## src/jbu_pkg.sv

```systemverilog
// Constants, codes and state encodings of the jump and branch unit.
// Assumes the core treats every clock edge as one clock state.
package jbu_pkg;

  // ----------------------------------------------------------------
  // Opcodes handled by the unit
  // ----------------------------------------------------------------
  localparam logic [7:0] JBU_OP_ABS_JUMP   = 8'hc3;
  localparam logic [7:0] JBU_OP_REL_ALWAYS = 8'h18;
  localparam logic [7:0] JBU_OP_REL_NZ     = 8'h20;
  localparam logic [7:0] JBU_OP_REL_Z      = 8'h28;
  localparam logic [7:0] JBU_OP_REL_NC     = 8'h30;
  localparam logic [7:0] JBU_OP_REL_C      = 8'h38;
  localparam logic [7:0] JBU_OP_PTR_JUMP   = 8'he9;
  localparam logic [7:0] JBU_OP_PREFIX_IX  = 8'hdd;
  // Conditional absolute jump: 11 ccc 010
  localparam logic [7:0] JBU_ABS_COND_MASK = 8'hc7;
  localparam logic [7:0] JBU_ABS_COND_PAT  = 8'hc2;

  // ----------------------------------------------------------------
  // Flag register bit positions
  // ----------------------------------------------------------------
  localparam int JBU_FLAG_SIGN   = 7;
  localparam int JBU_FLAG_ZERO   = 6;
  localparam int JBU_FLAG_PARITY = 2;
  localparam int JBU_FLAG_CARRY  = 0;

  // ----------------------------------------------------------------
  // Clock states per machine cycle
  // ----------------------------------------------------------------
  localparam logic [2:0] JBU_T_FETCH = 3'h4;
  localparam logic [2:0] JBU_T_READ  = 3'h3;
  localparam logic [2:0] JBU_T_ADD   = 3'h5;

  // ----------------------------------------------------------------
  // Reset values
  // ----------------------------------------------------------------
  localparam logic [15:0] JBU_PC_RESET = 16'h0000;

  // ----------------------------------------------------------------
  // Sequencer states
  // ----------------------------------------------------------------
  typedef enum logic [4:0] {
    JBU_ST_FETCH = 5'b00001,
    JBU_ST_LO    = 5'b00010,
    JBU_ST_HI    = 5'b00100,
    JBU_ST_DISP  = 5'b01000,
    JBU_ST_ADD   = 5'b10000
  } jbu_state_t;

endpackage

```

## src/jbu_jump_branch_unit.sv

```systemverilog
// Jump and branch sequencer of a small 8-bit core: fetches opcodes,
// executes the jump group and hands every other opcode to the core.
// Assumes program memory answers a read within the machine cycle and
// that the flag and register pair inputs are stable during it.
//
// Behaviour
// - Opcode C3 loads operand into counter, 4-3-3
// - First operand byte low, second byte high
// - True absolute condition loads the operand
// - False condition skips three bytes, 4-3-3
// - Condition field selects one of eight tests on four flags
// - Opcode 18 always branches, 4-3-5
// - Branch reach -126 to +129 from opcode
// - Displacement added after counter passes both bytes
// - Opcode 38 branches on carry set
// - Opcode 30 branches on carry clear
// - Opcode 28 branches on zero set
// - Opcode 20 branches on zero clear
// - Taken 4-3-5, not taken 4-3
// - E9 loads pointer pair in four states
// - DD E9 loads first index pair, 4-4
// - No jump or branch alters any flag
`timescale 1ns/100ps
module jbu_jump_branch_unit
#(
  parameter int ADDR_W = 16
)
(
  input  wire logic              i_sys_clk,
  input  wire logic              i_reset,
  input  wire logic [7:0]        i_mem_data,
  input  wire logic [7:0]        i_flags,
  input  wire logic [15:0]       i_pointer_pair,
  input  wire logic [15:0]       i_first_index_pair,
  output logic      [ADDR_W-1:0] o_program_counter,
  output logic                   o_mem_rd,
  output logic                   o_m1,
  output logic                   o_instr_done,
  output logic                   o_branch_taken,
  output logic      [2:0]        o_last_mcycles,
  output logic      [4:0]        o_last_tstates,
  output logic                   o_foreign_op,
  output logic      [7:0]        o_foreign_opcode,
  output logic                   o_foreign_prefixed
);
  import jbu_pkg::*;

  // ----------------------------------------------------------------
  // State
  // ----------------------------------------------------------------
  // One copy is registered; next_s is its combinational next value
  typedef struct packed {
    jbu_state_t        state;
    logic [2:0]        tcnt;
    logic [ADDR_W-1:0] pc;
    logic [7:0]        opcode;
    logic [7:0]        lo;
    logic [7:0]        disp;
    logic              prefix;
    logic [2:0]        mcnt;
    logic [4:0]        tsum;
    logic              mem_rd;
    logic              m1;
    logic              done;
    logic              taken;
    logic [2:0]        last_m;
    logic [4:0]        last_t;
    logic              foreign;
    logic [7:0]        foreign_op;
    logic              foreign_pfx;
  } jbu_regs_t;

  localparam jbu_regs_t REGS_RESET = '{
    state:       JBU_ST_FETCH,
    tcnt:        3'h0,
    pc:          ADDR_W'(JBU_PC_RESET),
    opcode:      8'h00,
    lo:          8'h00,
    disp:        8'h00,
    prefix:      1'b0,
    mcnt:        3'h0,
    tsum:        5'h00,
    mem_rd:      1'b1,
    m1:          1'b1,
    done:        1'b0,
    taken:       1'b0,
    last_m:      3'h0,
    last_t:      5'h00,
    foreign:     1'b0,
    foreign_op:  8'h00,
    foreign_pfx: 1'b0
  };

  jbu_regs_t         s;
  jbu_regs_t         next_s;
  logic [2:0]        cond_field;
  logic              cond_true;
  logic [ADDR_W-1:0] rel_target;
  logic              op_abs_cond;
  logic              op_rel;

  // ----------------------------------------------------------------
  // Condition and target helpers
  // ----------------------------------------------------------------
  // Absolute forms carry ccc in bits 5..3; relative forms map
  // 20/28/30/38 onto codes 000/001/010/011 through bits 4..3.
  always_comb
  begin
    if (s.opcode[7])
    begin
      cond_field = s.opcode[5:3];
    end
    else
    begin
      cond_field = {1'b0, s.opcode[4:3]};
    end
  end

  jbu_cond_eval u_cond (
    .i_condition_field (cond_field),
    .i_flags           (i_flags),
    .o_cond_true       (cond_true)
  );

  jbu_rel_target #(
    .ADDR_W (ADDR_W)
  ) u_target (
    .i_base   (s.pc),
    .i_disp   (s.disp),
    .o_target (rel_target)
  );

  // ----------------------------------------------------------------
  // Opcode classes of the byte on the bus
  // ----------------------------------------------------------------
  // Behind a DD prefix only the index jump is ours; all else is foreign.
  always_comb
  begin
    op_abs_cond = 1'b0;
    op_rel      = 1'b0;
    if (!s.prefix)
    begin
      op_abs_cond = (i_mem_data & JBU_ABS_COND_MASK) == JBU_ABS_COND_PAT;
      op_rel      = i_mem_data == JBU_OP_REL_ALWAYS ||
                    i_mem_data == JBU_OP_REL_NZ ||
                    i_mem_data == JBU_OP_REL_Z ||
                    i_mem_data == JBU_OP_REL_NC ||
                    i_mem_data == JBU_OP_REL_C;
    end
  end

  // ----------------------------------------------------------------
  // Sequencer
  // ----------------------------------------------------------------
  always_comb
  begin
    logic [2:0]        tlen;
    logic              tlast;
    logic [ADDR_W-1:0] pc_inc;
    logic              finish;
    jbu_state_t        go;
    tlen   = JBU_T_FETCH;
    tlast  = 1'b0;
    pc_inc = s.pc + ADDR_W'(1);
    finish = 1'b0;
    go     = s.state;
    next_s = s;
    next_s.done    = 1'b0;
    next_s.taken   = 1'b0;
    next_s.foreign = 1'b0;

    case (s.state)
      JBU_ST_FETCH: tlen = JBU_T_FETCH;
      JBU_ST_LO:    tlen = JBU_T_READ;
      JBU_ST_HI:    tlen = JBU_T_READ;
      JBU_ST_DISP:  tlen = JBU_T_READ;
      JBU_ST_ADD:   tlen = JBU_T_ADD;
      default:      tlen = JBU_T_FETCH;
    endcase
    // Last clock state of the current machine cycle
    tlast = (s.tcnt == tlen - 3'h1);

    if (!tlast)
    begin
      next_s.tcnt = s.tcnt + 3'h1;
    end
    else
    begin
      case (s.state)
        JBU_ST_FETCH:
        begin
          next_s.pc     = pc_inc;
          next_s.opcode = i_mem_data;
          if (i_mem_data == JBU_OP_PREFIX_IX && !s.prefix)
          begin
            next_s.prefix = 1'b1;
            go = JBU_ST_FETCH;
          end
          else if (i_mem_data == JBU_OP_PTR_JUMP)
          begin
            // Pair is copied on the last state of the opcode fetch
            if (s.prefix)
            begin
              next_s.pc = ADDR_W'(i_first_index_pair);
            end
            else
            begin
              next_s.pc = ADDR_W'(i_pointer_pair);
            end
            next_s.taken = 1'b1;
            finish = 1'b1;
          end
          else if (!s.prefix && i_mem_data == JBU_OP_ABS_JUMP)
          begin
            go = JBU_ST_LO;
          end
          else if (op_abs_cond)
          begin
            go = JBU_ST_LO;
          end
          else if (op_rel)
          begin
            go = JBU_ST_DISP;
          end
          else
          begin
            // Not ours: the core runs it; flags are left to the core
            next_s.foreign     = 1'b1;
            next_s.foreign_op  = i_mem_data;
            next_s.foreign_pfx = s.prefix;
            finish = 1'b1;
          end
        end

        JBU_ST_LO:
        begin
          next_s.lo = i_mem_data;
          next_s.pc = pc_inc;
          go = JBU_ST_HI;
        end

        JBU_ST_HI:
        begin
          // Flags are judged on the last state of the high byte read
          if (s.opcode == JBU_OP_ABS_JUMP || cond_true)
          begin
            next_s.pc    = ADDR_W'({i_mem_data, s.lo});
            next_s.taken = 1'b1;
          end
          else
          begin
            next_s.pc = pc_inc;
          end
          finish = 1'b1;
        end

        JBU_ST_DISP:
        begin
          // Counter now points past both bytes
          next_s.pc   = pc_inc;
          next_s.disp = i_mem_data;
          // Condition is judged once the displacement is in
          if (s.opcode == JBU_OP_REL_ALWAYS || cond_true)
          begin
            go = JBU_ST_ADD;
          end
          else
          begin
            finish = 1'b1;
          end
        end

        JBU_ST_ADD:
        begin
          // Wraps at the top of the address space
          next_s.pc    = rel_target;
          next_s.taken = 1'b1;
          finish = 1'b1;
        end

        default:
        begin
          finish = 1'b1;
        end
      endcase

      next_s.tcnt = 3'h0;
      next_s.mcnt = s.mcnt + 3'h1;
      // End of instruction: publish counts and return to fetch
      if (finish)
      begin
        go = JBU_ST_FETCH;
        next_s.done   = 1'b1;
        next_s.prefix = 1'b0;
        next_s.last_m = s.mcnt + 3'h1;
        next_s.mcnt   = 3'h0;
      end
      next_s.state  = go;
      // The add cycle leaves the memory idle
      next_s.mem_rd = (go != JBU_ST_ADD);
      next_s.m1     = (go == JBU_ST_FETCH);
    end

    // Clock-state count of the current instruction
    if (tlast && finish)
    begin
      next_s.last_t = s.tsum + 5'h01;
      next_s.tsum   = 5'h00;
    end
    else
    begin
      next_s.tsum = s.tsum + 5'h01;
    end
  end

  always_ff @(posedge i_sys_clk)
  begin
    if (i_reset)
    begin
      s <= REGS_RESET;
    end
    else
    begin
      s <= next_s;
    end
  end

  // ----------------------------------------------------------------
  // Outputs
  // ----------------------------------------------------------------
  // No flag output exists: the jump group never writes flags.
  assign o_program_counter  = s.pc;
  assign o_mem_rd           = s.mem_rd;
  assign o_m1               = s.m1;
  assign o_instr_done       = s.done;
  assign o_branch_taken     = s.taken;
  assign o_last_mcycles     = s.last_m;
  assign o_last_tstates     = s.last_t;
  assign o_foreign_op       = s.foreign;
  assign o_foreign_opcode   = s.foreign_op;
  assign o_foreign_prefixed = s.foreign_pfx;

endmodule

```

## src/jbu_cond_eval.sv

```systemverilog
// Evaluates a 3-bit condition field against the flag register.
// Assumes flags are stable while the field is evaluated.
`timescale 1ns/100ps
module jbu_cond_eval
(
  input  wire logic [2:0] i_condition_field,
  input  wire logic [7:0] i_flags,
  output logic            o_cond_true
);
  import jbu_pkg::*;

  always_comb
  begin
    case (i_condition_field)
      3'h0:    o_cond_true = !i_flags[JBU_FLAG_ZERO];
      3'h1:    o_cond_true = i_flags[JBU_FLAG_ZERO];
      3'h2:    o_cond_true = !i_flags[JBU_FLAG_CARRY];
      3'h3:    o_cond_true = i_flags[JBU_FLAG_CARRY];
      3'h4:    o_cond_true = !i_flags[JBU_FLAG_PARITY];
      3'h5:    o_cond_true = i_flags[JBU_FLAG_PARITY];
      3'h6:    o_cond_true = !i_flags[JBU_FLAG_SIGN];
      default: o_cond_true = i_flags[JBU_FLAG_SIGN];
    endcase
  end

endmodule

```

## src/jbu_rel_target.sv

```systemverilog
// Relative branch target: counter plus sign-extended displacement.
// Assumes the counter already points past both instruction bytes.
`timescale 1ns/100ps
module jbu_rel_target
#(
  parameter int ADDR_W = 16
)
(
  input  wire logic [ADDR_W-1:0] i_base,
  input  wire logic [7:0]        i_disp,
  output logic      [ADDR_W-1:0] o_target
);

  logic [ADDR_W-1:0] disp_ext;

  // Wraps modulo the address width
  assign disp_ext = {{(ADDR_W-8){i_disp[7]}}, i_disp};
  assign o_target = i_base + disp_ext;

endmodule

```

## config.mk

```make
export PLATFORM = sky130hd
export DESIGN_NAME = jbu_jump_branch_unit
export DESIGN_NICKNAME = d
export VERILOG_FILES = /design/src/jbu_pkg.sv /design/src/jbu_jump_branch_unit.sv /design/src/jbu_cond_eval.sv /design/src/jbu_rel_target.sv
export SDC_FILE = /design/constraint.sdc
export NUM_CORES = 1
export LEC_CHECK = 0
export CORE_ASPECT_RATIO = 1.25
export CORE_UTILIZATION = 45
export CTS_CLUSTER_DIAMETER = 120
export DETAILED_ROUTE_END_ITERATION = 10
export DONT_BUFFER_PORTS = 1
export PLACE_DENSITY = 0.59
export SLEW_MARGIN = 20
export SYNTH_ARGS = -nofsm -noshare
export SYNTH_HDL_FRONTEND = slang
export SYNTH_HIERARCHICAL = 1
export SYNTH_SLANG_ARGS = --single-unit
```

## constraint.sdc

```tcl
create_clock -name i_sys_clk -period 3.2 [get_ports i_sys_clk]
set_clock_uncertainty 0.15 [all_clocks]
set_input_delay 0.16 -clock i_sys_clk [delete_from_list [all_inputs] [get_ports i_sys_clk]]
set_output_delay 0.16 -clock i_sys_clk [all_outputs]
set_load 0.05 [all_outputs]
```

==> results of run 1 <==
[how the worst max path moves through the flow]
stage | end | startpoint | cells past startpoint
3_5_place_dp | o_program_counter[14]$_SDFFE_PP0P_ | s[38]$_SDFFE_PP0P_ | 9
6_report | o_program_counter[14]$_SDFFE_PP0P_ | s[38]$_SDFFE_PP0P_ | 9
5_1_grt | o_program_counter[10]$_SDFFE_PP0P_ | o_program_counter[0]$_SDFFE_PP0P_ | 11
2_1_floorplan | o_program_counter[14]$_SDFFE_PP0P_ | o_program_counter[0]$_SDFFE_PP0P_ | 11
4_1_cts | o_program_counter[14]$_SDFFE_PP0P_ | o_program_counter[0]$_SDFFE_PP0P_ | 11
3_3_place_gp | o_program_counter[14]$_SDFFE_PP0P_ | o_program_counter[0]$_SDFFE_PP0P_ | 11
[logic make-up (layout without fill, tap and decap cells)]
logic type                 after synthesis  in the layout  share of synthesized area
muxes                                   49             49                      0.100
adders and majority gates               20             20                     0.0504
DFF                                     79             79                      0.309
AOI/OAI and AO/OA                      148            148                      0.216
xor gates and xnor gates                27             27                     0.0462
buffers and inverters                   84             70                     0.0922
and+or+nand+nor                        185            185                      0.186
[layer usage]
| layer | track usage | up-vias | wire [um] | part of all wire |
|---|---|---|---|---|
| met5 | 0 | - | 0 | 0 |
| met4 | 0.140 | 0 | 717 | 0.048 |
| met3 | 0.0593 | 41 | 854 | 0.057 |
| met2 | 0.420 | 147 | 6960 | 0.46 |
| met1 | 0.309 | 2130 | 6450 | 0.43 |
| li1 | - | 2121 | - | - |
[final cells by class]
type                       count  area share
clock inverter                 6      0.0125
multi-input combinational    429       0.556
inverter                      14      0.0104
sequential                    79       0.286
tap                          135      0.0306
timing repair buffer          40      0.0616
clock buffer                  10      0.0432
[state kept, by name (all words and copies together), names as in the netlist]
register	count
o_branch_taken	1
o_foreign_op	1
o_foreign_opcode	8
o_foreign_prefixed	1
o_instr_done	1
o_last_mcycles	3
o_last_tstates	5
o_m1	1
o_mem_rd	1
o_program_counter	16
s	41
[Yosys cell counts, drive strengths merged, types with 3 or more instances]
cell type / instances
o21ai: 17
a22o: 7
nor2b: 5
xnor2: 16
nor2: 71
a211oi: 10
nor3b: 4
o21a: 4
o2bb2ai: 6
a31oi: 7
nor3: 8
clkbuf: 21
nor4: 7
a21o: 8
a32o: 4
and3: 6
a221oi: 7
ha: 19
or3: 6
o41ai: 3
inv: 13
mux2: 9
nand2: 30
nand3: 16
a21oi: 33
buf: 49
o211ai: 7
a222oi: 7
o31a: 4
mux2i: 39
o32ai: 4
o31ai: 3
nor4bb: 4
xor2: 11
and2: 9
nand2b: 3
dfxtp: 79
nand4: 8
[worst max-delay path: stages (launching register included)]
cell and delay [ps]:
dfxtp_1 570, ha_1 380, a21oi_1 240, o21ai_1 170, a31o_1 250, a311oi_2 270, xnor2_1 100, a222oi_1 360
o41ai_1 140, a32o_1 220
[stage by stage]
stage | setup WS (ps) | util | area [um2]
2_1_floorplan | 508 | - | 5120
3_3_place_gp | 333 | 0.461 | 5110
3_5_place_dp | 283 | 0.461 | 5110
4_1_cts | 278 | 0.499 | 5530
5_1_grt | 113 | 0.499 | 5530
6_report | 243 | 0.499 | 5530
[where the power goes]
part	switching, W	total [W]	internal (W)
clock network	0.000428	0.00106	0.000629
registers	0.0000526	0.00106	0.00101
logic	0.000140	0.000227	0.0000871
[what timing repair did]
item / CTS / global route
hold buffers: 9 / 0
gates resized for setup: 0 / 0
endpoints found under the hold margin: 60 / 0
==> metrics.yaml, run 1 <==
stdcell_count: 713
die_x_um: 97.4
initial_core_util: 0.462
clk_latency_ps: 340
htreeDepth: 3
via_count: 4439
cts_buffers: 9
grt_pass1_vias: 4182
worst_pin_slew_ps: 870
fin_crit_sh: 0.924
synth_top_area_share: 0.309
synth_seq_cells: 79
maxCapViolCount: 0
io_pins: 88
n_fill_cell: 1066
grt_setup_unrepaired: "false"
antenna_found_initial: 0
grt_usage: 0.256
die_h_um: 121
p_total_w: 0.00235
dieArea_um2: 11800
drtAntennaViolNets: 0
cts.sinks: 79
io_buffers: 0
maxSlewHeadroom: 0.416
grt_pass1_wl_um: 23000
antenna_cells: 0
first_pass_iters: 5
min_delay_worst_endpoint: "o_program_counter[9]$_SDFFE_PP0P_"
synthFlopType: "dfxtp_1"
syn-cell-area_um2: 5120
ir_drop_uv: 219
synth_edf_count: 0
cts_setup_buffers: 0
slew_violations: 0
clk_path_buf_depth: 2
period_needed_ps: 2960
start_kind: "flip-flop"
regToRegSetupSlack_ps: 240
synth.yosys.seq_area_share: 0.309
syn-num-nets: 662
ff2ff_path_depth: 9
cp-end-kind: "flip-flop"
rr_endpoint: "o_program_counter[14]$_SDFFE_PP0P_"
gp_congestion: 0.904
dp_hpwl_um: 10700
max_freq_mhz: 338
status: "completed"
fin_setup_tns_ps: 0
drt_iter0_drc: 285
grt_max_degree: 60
timing.rr.start: "s[38]$_SDFFE_PP0P_"
power.density_nw_per_um2: 425
finalSetupViolCount: 0
nNetsFinal: 643
mostFrequentLayoutCell: "dfxtp_1"
clk_pin_slew_ps: 60
synth_top_cell_by_area: "dfxtp_1"
power_leakage_nw: 2.20
drive_gt1_frac: 0.140
syn2layout_area_growth_pct: 7.97
cp_max_fo: 10
worstPathArrival_ps: 3050
root_buffer: "clkbuf_16"
synth.avg_cell_area_um2: 8.65
whs_ps: 0.149
async_flop_share: 0
cp.required_ps: 3290
routed_wl_um: 15000
ys_types: 75
multi_input_comb_area_um2: 3070
layout_common_cells: "dfxtp_1, nor2_1, mux2i_1"
yosysWarnings: 6
drt-wirelength-per-cell_um: 21.0
cts_tree: "yes"
drc: 0
synthCells: 592
hold_depth: 2
regArea_um2: 1580
path_class: "flip-flop to flip-flop"
hold_viol: 0
synth_area_leaders: "dfxtp_1, mux2i_1, nor2_1"
rows: 43
hold_path.class: "primary input to flip-flop"
core_area_um2: 11100
gr-total-overflow: 0
dp_cells: 688
hold_path_startpoint: "i_reset"
vias_per_cell: 6.23
Power figures use the tool's default switching activity.
==> inputs of run 2 (changes only) <==
- HOLD_SLACK_MARGIN: unset -> 0.15
==> run 2 against run 1 <==
  * Die area did not move
  * Power rose by 0.91%
  * Setup slack got worse by 1.9 ps
  * Sequential share of layout area fell by 0.76 points
  * Clock power barely moved
  * Sequential power barely moved
  * Register-to-register slack barely moved
  * Wire length rose by 0.33%
  * Non-clock buffer count rose by 15
  * Highest routed layer unchanged
==> metrics.yaml, run 2 (synthesis results as in run 1) <==
vias_per_cell: 6.25
p_comb_frac: 0.103
cts_resized: 0
cp_max_fo: 3
place_ws_ps: 283
clk_path_buf_depth: 2
grt_setup_unrepaired: "false"
largest-register: "s"
cp.required_ps: 3290
mostFrequentLayoutCell: "dfxtp_1"
core_area_um2: 11100
hold_path.class: "primary input to flip-flop"
p_sw_w: 0.000631
cp-end-kind: "flip-flop"
htreeDepth: 3
pwr-share-seq: 0.449
finalSetupViolCount: 0
status: "completed"
layout_common_cells: "dfxtp_1, nor2_1, mux2i_1"
io_buffers: 0
power.density_nw_per_um2: 417
ir_drop_uv: 221
dp_hpwl_um: 10700
hold_viol: 0
use_met2: 0.427
syn2layout_area_growth_pct: 10.9
clk_pin_slew_ps: 60
nNetsFinal: 658
gp_congestion: 0.904
cts_setup_buffers: 0
met3_usage: 0.0570
intPower_w: 0.00174
max_freq_mhz: 338
drc: 0
drive_gt1_frac: 0.137
cts_hold_buf: 24
rows: 43
whs_ps: 160
slew_violations: 0
worst_pin_slew_ps: 825
swShare: 0.267
grt_pass1_wl_um: 23200
p_total_w: 0.00237
initial_core_util: 0.462
gr-total-overflow: 0
cts_buffers: 9
antenna_cells: 0
via_count: 4548
routed_wl_um: 15000
drt-wirelength-per-cell_um: 20.6
drtAntennaViolNets: 0
fin_setup_tns_ps: 0
grt_max_degree: 62
n_fill_cell: 1057
dieArea_um2: 11800
die_x_um: 97.4
antenna_found_initial: 0
start_kind: "flip-flop"
largest_reg_flops: 41
clk_latency_ps: 340
grtUsageMet1: 0.310
multi_input_comb_area_um2: 3070
grt_busiest_layer: "met2"
setup_slack_ps: 241
maxCapViolCount: 0
io_pins: 88
path_class: "flip-flop to flip-flop"
die_h_um: 121
maxSlewHeadroom: 0.446
worstPathArrival_ps: 3050
grt_pass1_vias: 4259
root_buffer: "clkbuf_16"
p_clk_frac: 0.448
cts_tree: "yes"
drt_iter0_drc: 332
power_leakage_nw: 2.26
grt_usage: 0.256
first_pass_iters: 5
cts.sinks: 79
fin_crit_sh: 0.925
regArea_um2: 1580
period_needed_ps: 2960
## run 2: final cells by class
type,instances,area share
clock buffers,10,0.0421
clock inverters,6,0.0121
inverters,14,0.0101
multi-input cells,429,0.541
flip-flops and latches,79,0.279
well taps,135,0.0298
repair buffers,55,0.0864
## run 2: power by group through the flow
stage,Clock [W],Combinational [W],Sequential [W]
6_report,0.00106,0.000244,0.00106
3_5_place_dp,0,0.000192,0.00108
3_3_place_gp,0,0.000188,0.00108
5_1_grt,0.00112,0.000262,0.00107
4_1_cts,0.00108,0.000243,0.00106
2_1_floorplan,0,0.000203,0.00106
## run 2: worst paths after layout
| path | from | to | slack, ps | depth (start not counted) |
|---|---|---|---|---|
| worst min register to register | s[28]$_SDFFE_PP0N_ | s[28]$_SDFFE_PP0N_ | 310 | 2 |
| worst max-delay path | o_program_counter[0]$_SDFFE_PP0P_ | o_program_counter[14]$_SDFFE_PP0P_ | 240 | 11 |
| worst max register to register | o_program_counter[0]$_SDFFE_PP0P_ | o_program_counter[14]$_SDFFE_PP0P_ | 240 | 11 |
| worst min-delay path | i_pointer_pair[1] | o_program_counter[1]$_SDFFE_PP0P_ | 160 | 3 |
## run 2: critical path, cell delays in order (launching register included)
cell and delay (ps):
dfxtp_1 330, ha_1 200, inv_1 60, fa_1 440
nor2b_4 160, o2111ai_2 180, a21oi_1 300, a311oi_2 150
xnor2_1 150, a222oi_1 370, o41ai_1 140, a32o_1 210
## run 2: per-stage QoR
step	utilization	instances	instance area (um2)
global placement	0.461	688	5110
finish	0.512	728	5680
CTS	0.512	728	5680
detailed placement	0.461	688	5110
floorplan	-	592	5120
global route	0.512	728	5680
## run 2: layer usage
metal,wire (um),share of wire
met5,0,0
met4,635,0.042
met3,1030,0.068
met2,7190,0.48
met1,6180,0.41
==> inputs of run 3 (changes only) <==
- SETUP_SLACK_MARGIN: unset -> 0.4
==> run 3 against run 2 <==
  * Register-to-register slack gained 40 ps
  * Worst hold slack gained 1.5 ps
  * Power is essentially flat
  * Combinational power is essentially flat
  * Sequential cell count is the same
  * Cell area grew 2.2%
  * Maximum frequency grew 1.4%
  * Clock power is essentially flat
  * Critical path depth shrank 1
  * Largest cell class unchanged
  * Largest power group unchanged
==> metrics.yaml, run 3 (synthesis results as in run 1) <==
die_h_um: 121
path_class: "flip-flop to flip-flop"
die_x_um: 97.4
n_fill_cell: 1044
grt_usage: 0.257
largest-register: "s"
dieArea_um2: 11800
power.density_nw_per_um2: 409
drtAntennaViolNets: 0
whs_ps: 162
min_delay_worst_endpoint: "o_program_counter[15]$_SDFFE_PP0P_"
multi_input_comb_area_um2: 3160
gr-total-overflow: 0
worstPathArrival_ps: 3010
hold_depth: 4
grt_pass1_vias: 4290
hold_path.class: "primary input to flip-flop"
clk_pin_slew_ps: 60
grt_setup_unrepaired: "true"
timing.rr.start: "s[31]$_SDFFE_PP0P_"
initial_core_util: 0.462
antenna_cells: 0
cp-end-kind: "flip-flop"
maxCapViolCount: 0
cts_buffers: 9
cp.required_ps: 3290
start_kind: "flip-flop"
grt_pass1_wl_um: 23200
topRoutingLayerUsed: "met4"
status: "completed"
wl_met3_um: 903
dp_hpwl_um: 10700
wl_met2_um: 7320
finalSetupViolCount: 0
p_total_w: 0.00237
hold_path_startpoint: "i_pointer_pair[15]"
cp_max_fo: 3
maxSlewHeadroom: 0.462
period_needed_ps: 2920
drt_iter0_drc: 313
rows: 43
regArea_um2: 1590
worst_pin_slew_ps: 802
layout_common_cells: "dfxtp_1, nor2_1, mux2i_1"
vias_per_cell: 6.24
nNetsFinal: 661
cts.sinks: 79
first_pass_iters: 6
regToRegSetupSlack_ps: 280
dpl_cell_area_um2: 5110
clk_path_buf_depth: 2
drt-wirelength-per-cell_um: 20.7
rr_endpoint: "o_program_counter[12]$_SDFFE_PP0P_"
htreeDepth: 3
gp_congestion: 0.904
routed_wl_um: 15200
core_area_um2: 11100
largest_reg_flops: 41
design_area_um2: 5800
ff2ff_path_depth: 10
clk_latency_ps: 350
cts_tree: "yes"
root_buffer: "clkbuf_16"
syn2layout_area_growth_pct: 13.3
mostFrequentLayoutCell: "dfxtp_1"
fin_crit_sh: 0.912
drive_gt1_frac: 0.171
grt_max_degree: 62
drc: 0
antenna_found_initial: 0
io_pins: 88
max_freq_mhz: 343
hold_viol: 0
via_count: 4561
fin_setup_tns_ps: 0
slew_violations: 0
ir_drop_uv: 220
wirelength_met1_um: 6390
power_leakage_nw: 2.30
io_buffers: 0
-- run 3: cell count changes in the layout (fill, tap and decap cells not counted), moves of 2 or more --
cell     delta
buf_4       +4
dfxtp_1     -5
dfxtp_2     +4
nor4_1      -2
nor4_2      +2
o21ai_1     -2
o21ai_2     +2
-- run 3: worst max path at each step --
| stage | from | to | slack [ps] | depth (start not counted) |
|---|---|---|---|---|
| floorplan | o_program_counter[0]$_SDFFE_PP0P_ | o_program_counter[14]$_SDFFE_PP0P_ | 510 | 11 |
| global placement | o_program_counter[0]$_SDFFE_PP0P_ | o_program_counter[14]$_SDFFE_PP0P_ | 330 | 11 |
| detailed placement | s[38]$_SDFFE_PP0P_ | o_program_counter[14]$_SDFFE_PP0P_ | 280 | 9 |
| CTS | o_program_counter[4]$_SDFFE_PP0P_ | o_program_counter[11]$_SDFFE_PP0P_ | 390 | 9 |
| global route | s[31]$_SDFFE_PP0P_ | o_program_counter[12]$_SDFFE_PP0P_ | 260 | 10 |
| finish | s[31]$_SDFFE_PP0P_ | o_program_counter[12]$_SDFFE_PP0P_ | 280 | 10 |
-- run 3: power breakdown --
group,internal (W),switching [W],leakage [nW]
combinational,0.0000983,0.000148,1.51
clock,0.000629,0.000431,0.149
sequential,0.00101,0.0000534,0.641
-- run 3: layout make-up --
class | count | share of cell area
Sequential cell | 79 | 0.274
Inverter | 14 | 0.00992
Multi-Input combinational cell | 429 | 0.546
Clock buffer | 10 | 0.0412
Timing Repair Buffer | 58 | 0.0880
Clock inverter | 6 | 0.0119
Tap cell | 135 | 0.0291
-- run 3: worst max-delay path: stages (launching register included) --
cell and delay [ps]:
dfxtp_2 360, ha_4 150, inv_2 40, fa_2 410
nor2b_4 160, o2111ai_4 200, a211oi_4 350, a211oi_2 110
a222oi_1 510, o41ai_1 150, a32o_1 230
-- run 3: timing repair --
| item | 4_1_cts | 5_1_grt |
|---|---|---|
| pin swaps | 2 | 11 |
| endpoints found under the hold margin | 68 | 0 |
| buffers inserted | 0 | 4 |
| hold buffers | 23 | 0 |
| endpoints found under the setup margin | 5 | 28 |
| resized for setup | 7 | 16 |
-- run 3: through the flow --
step | instances | setup WS [ps] | utilization
2_1_floorplan | 592 | 508 | -
3_3_place_gp | 688 | 333 | 0.461
3_5_place_dp | 688 | 283 | 0.461
4_1_cts | 727 | 387 | 0.514
5_1_grt | 731 | 258 | 0.523
6_report | 731 | 282 | 0.523
-- run 3: metal layers --
| layer | vias to the layer above | global-route usage |
|---|---|---|
| li1 | 2159 | - |
| met1 | 2211 | 0.307 |
| met2 | 158 | 0.427 |
| met3 | 33 | 0.0611 |
| met4 | 0 | 0.136 |
| met5 | - | 0 |
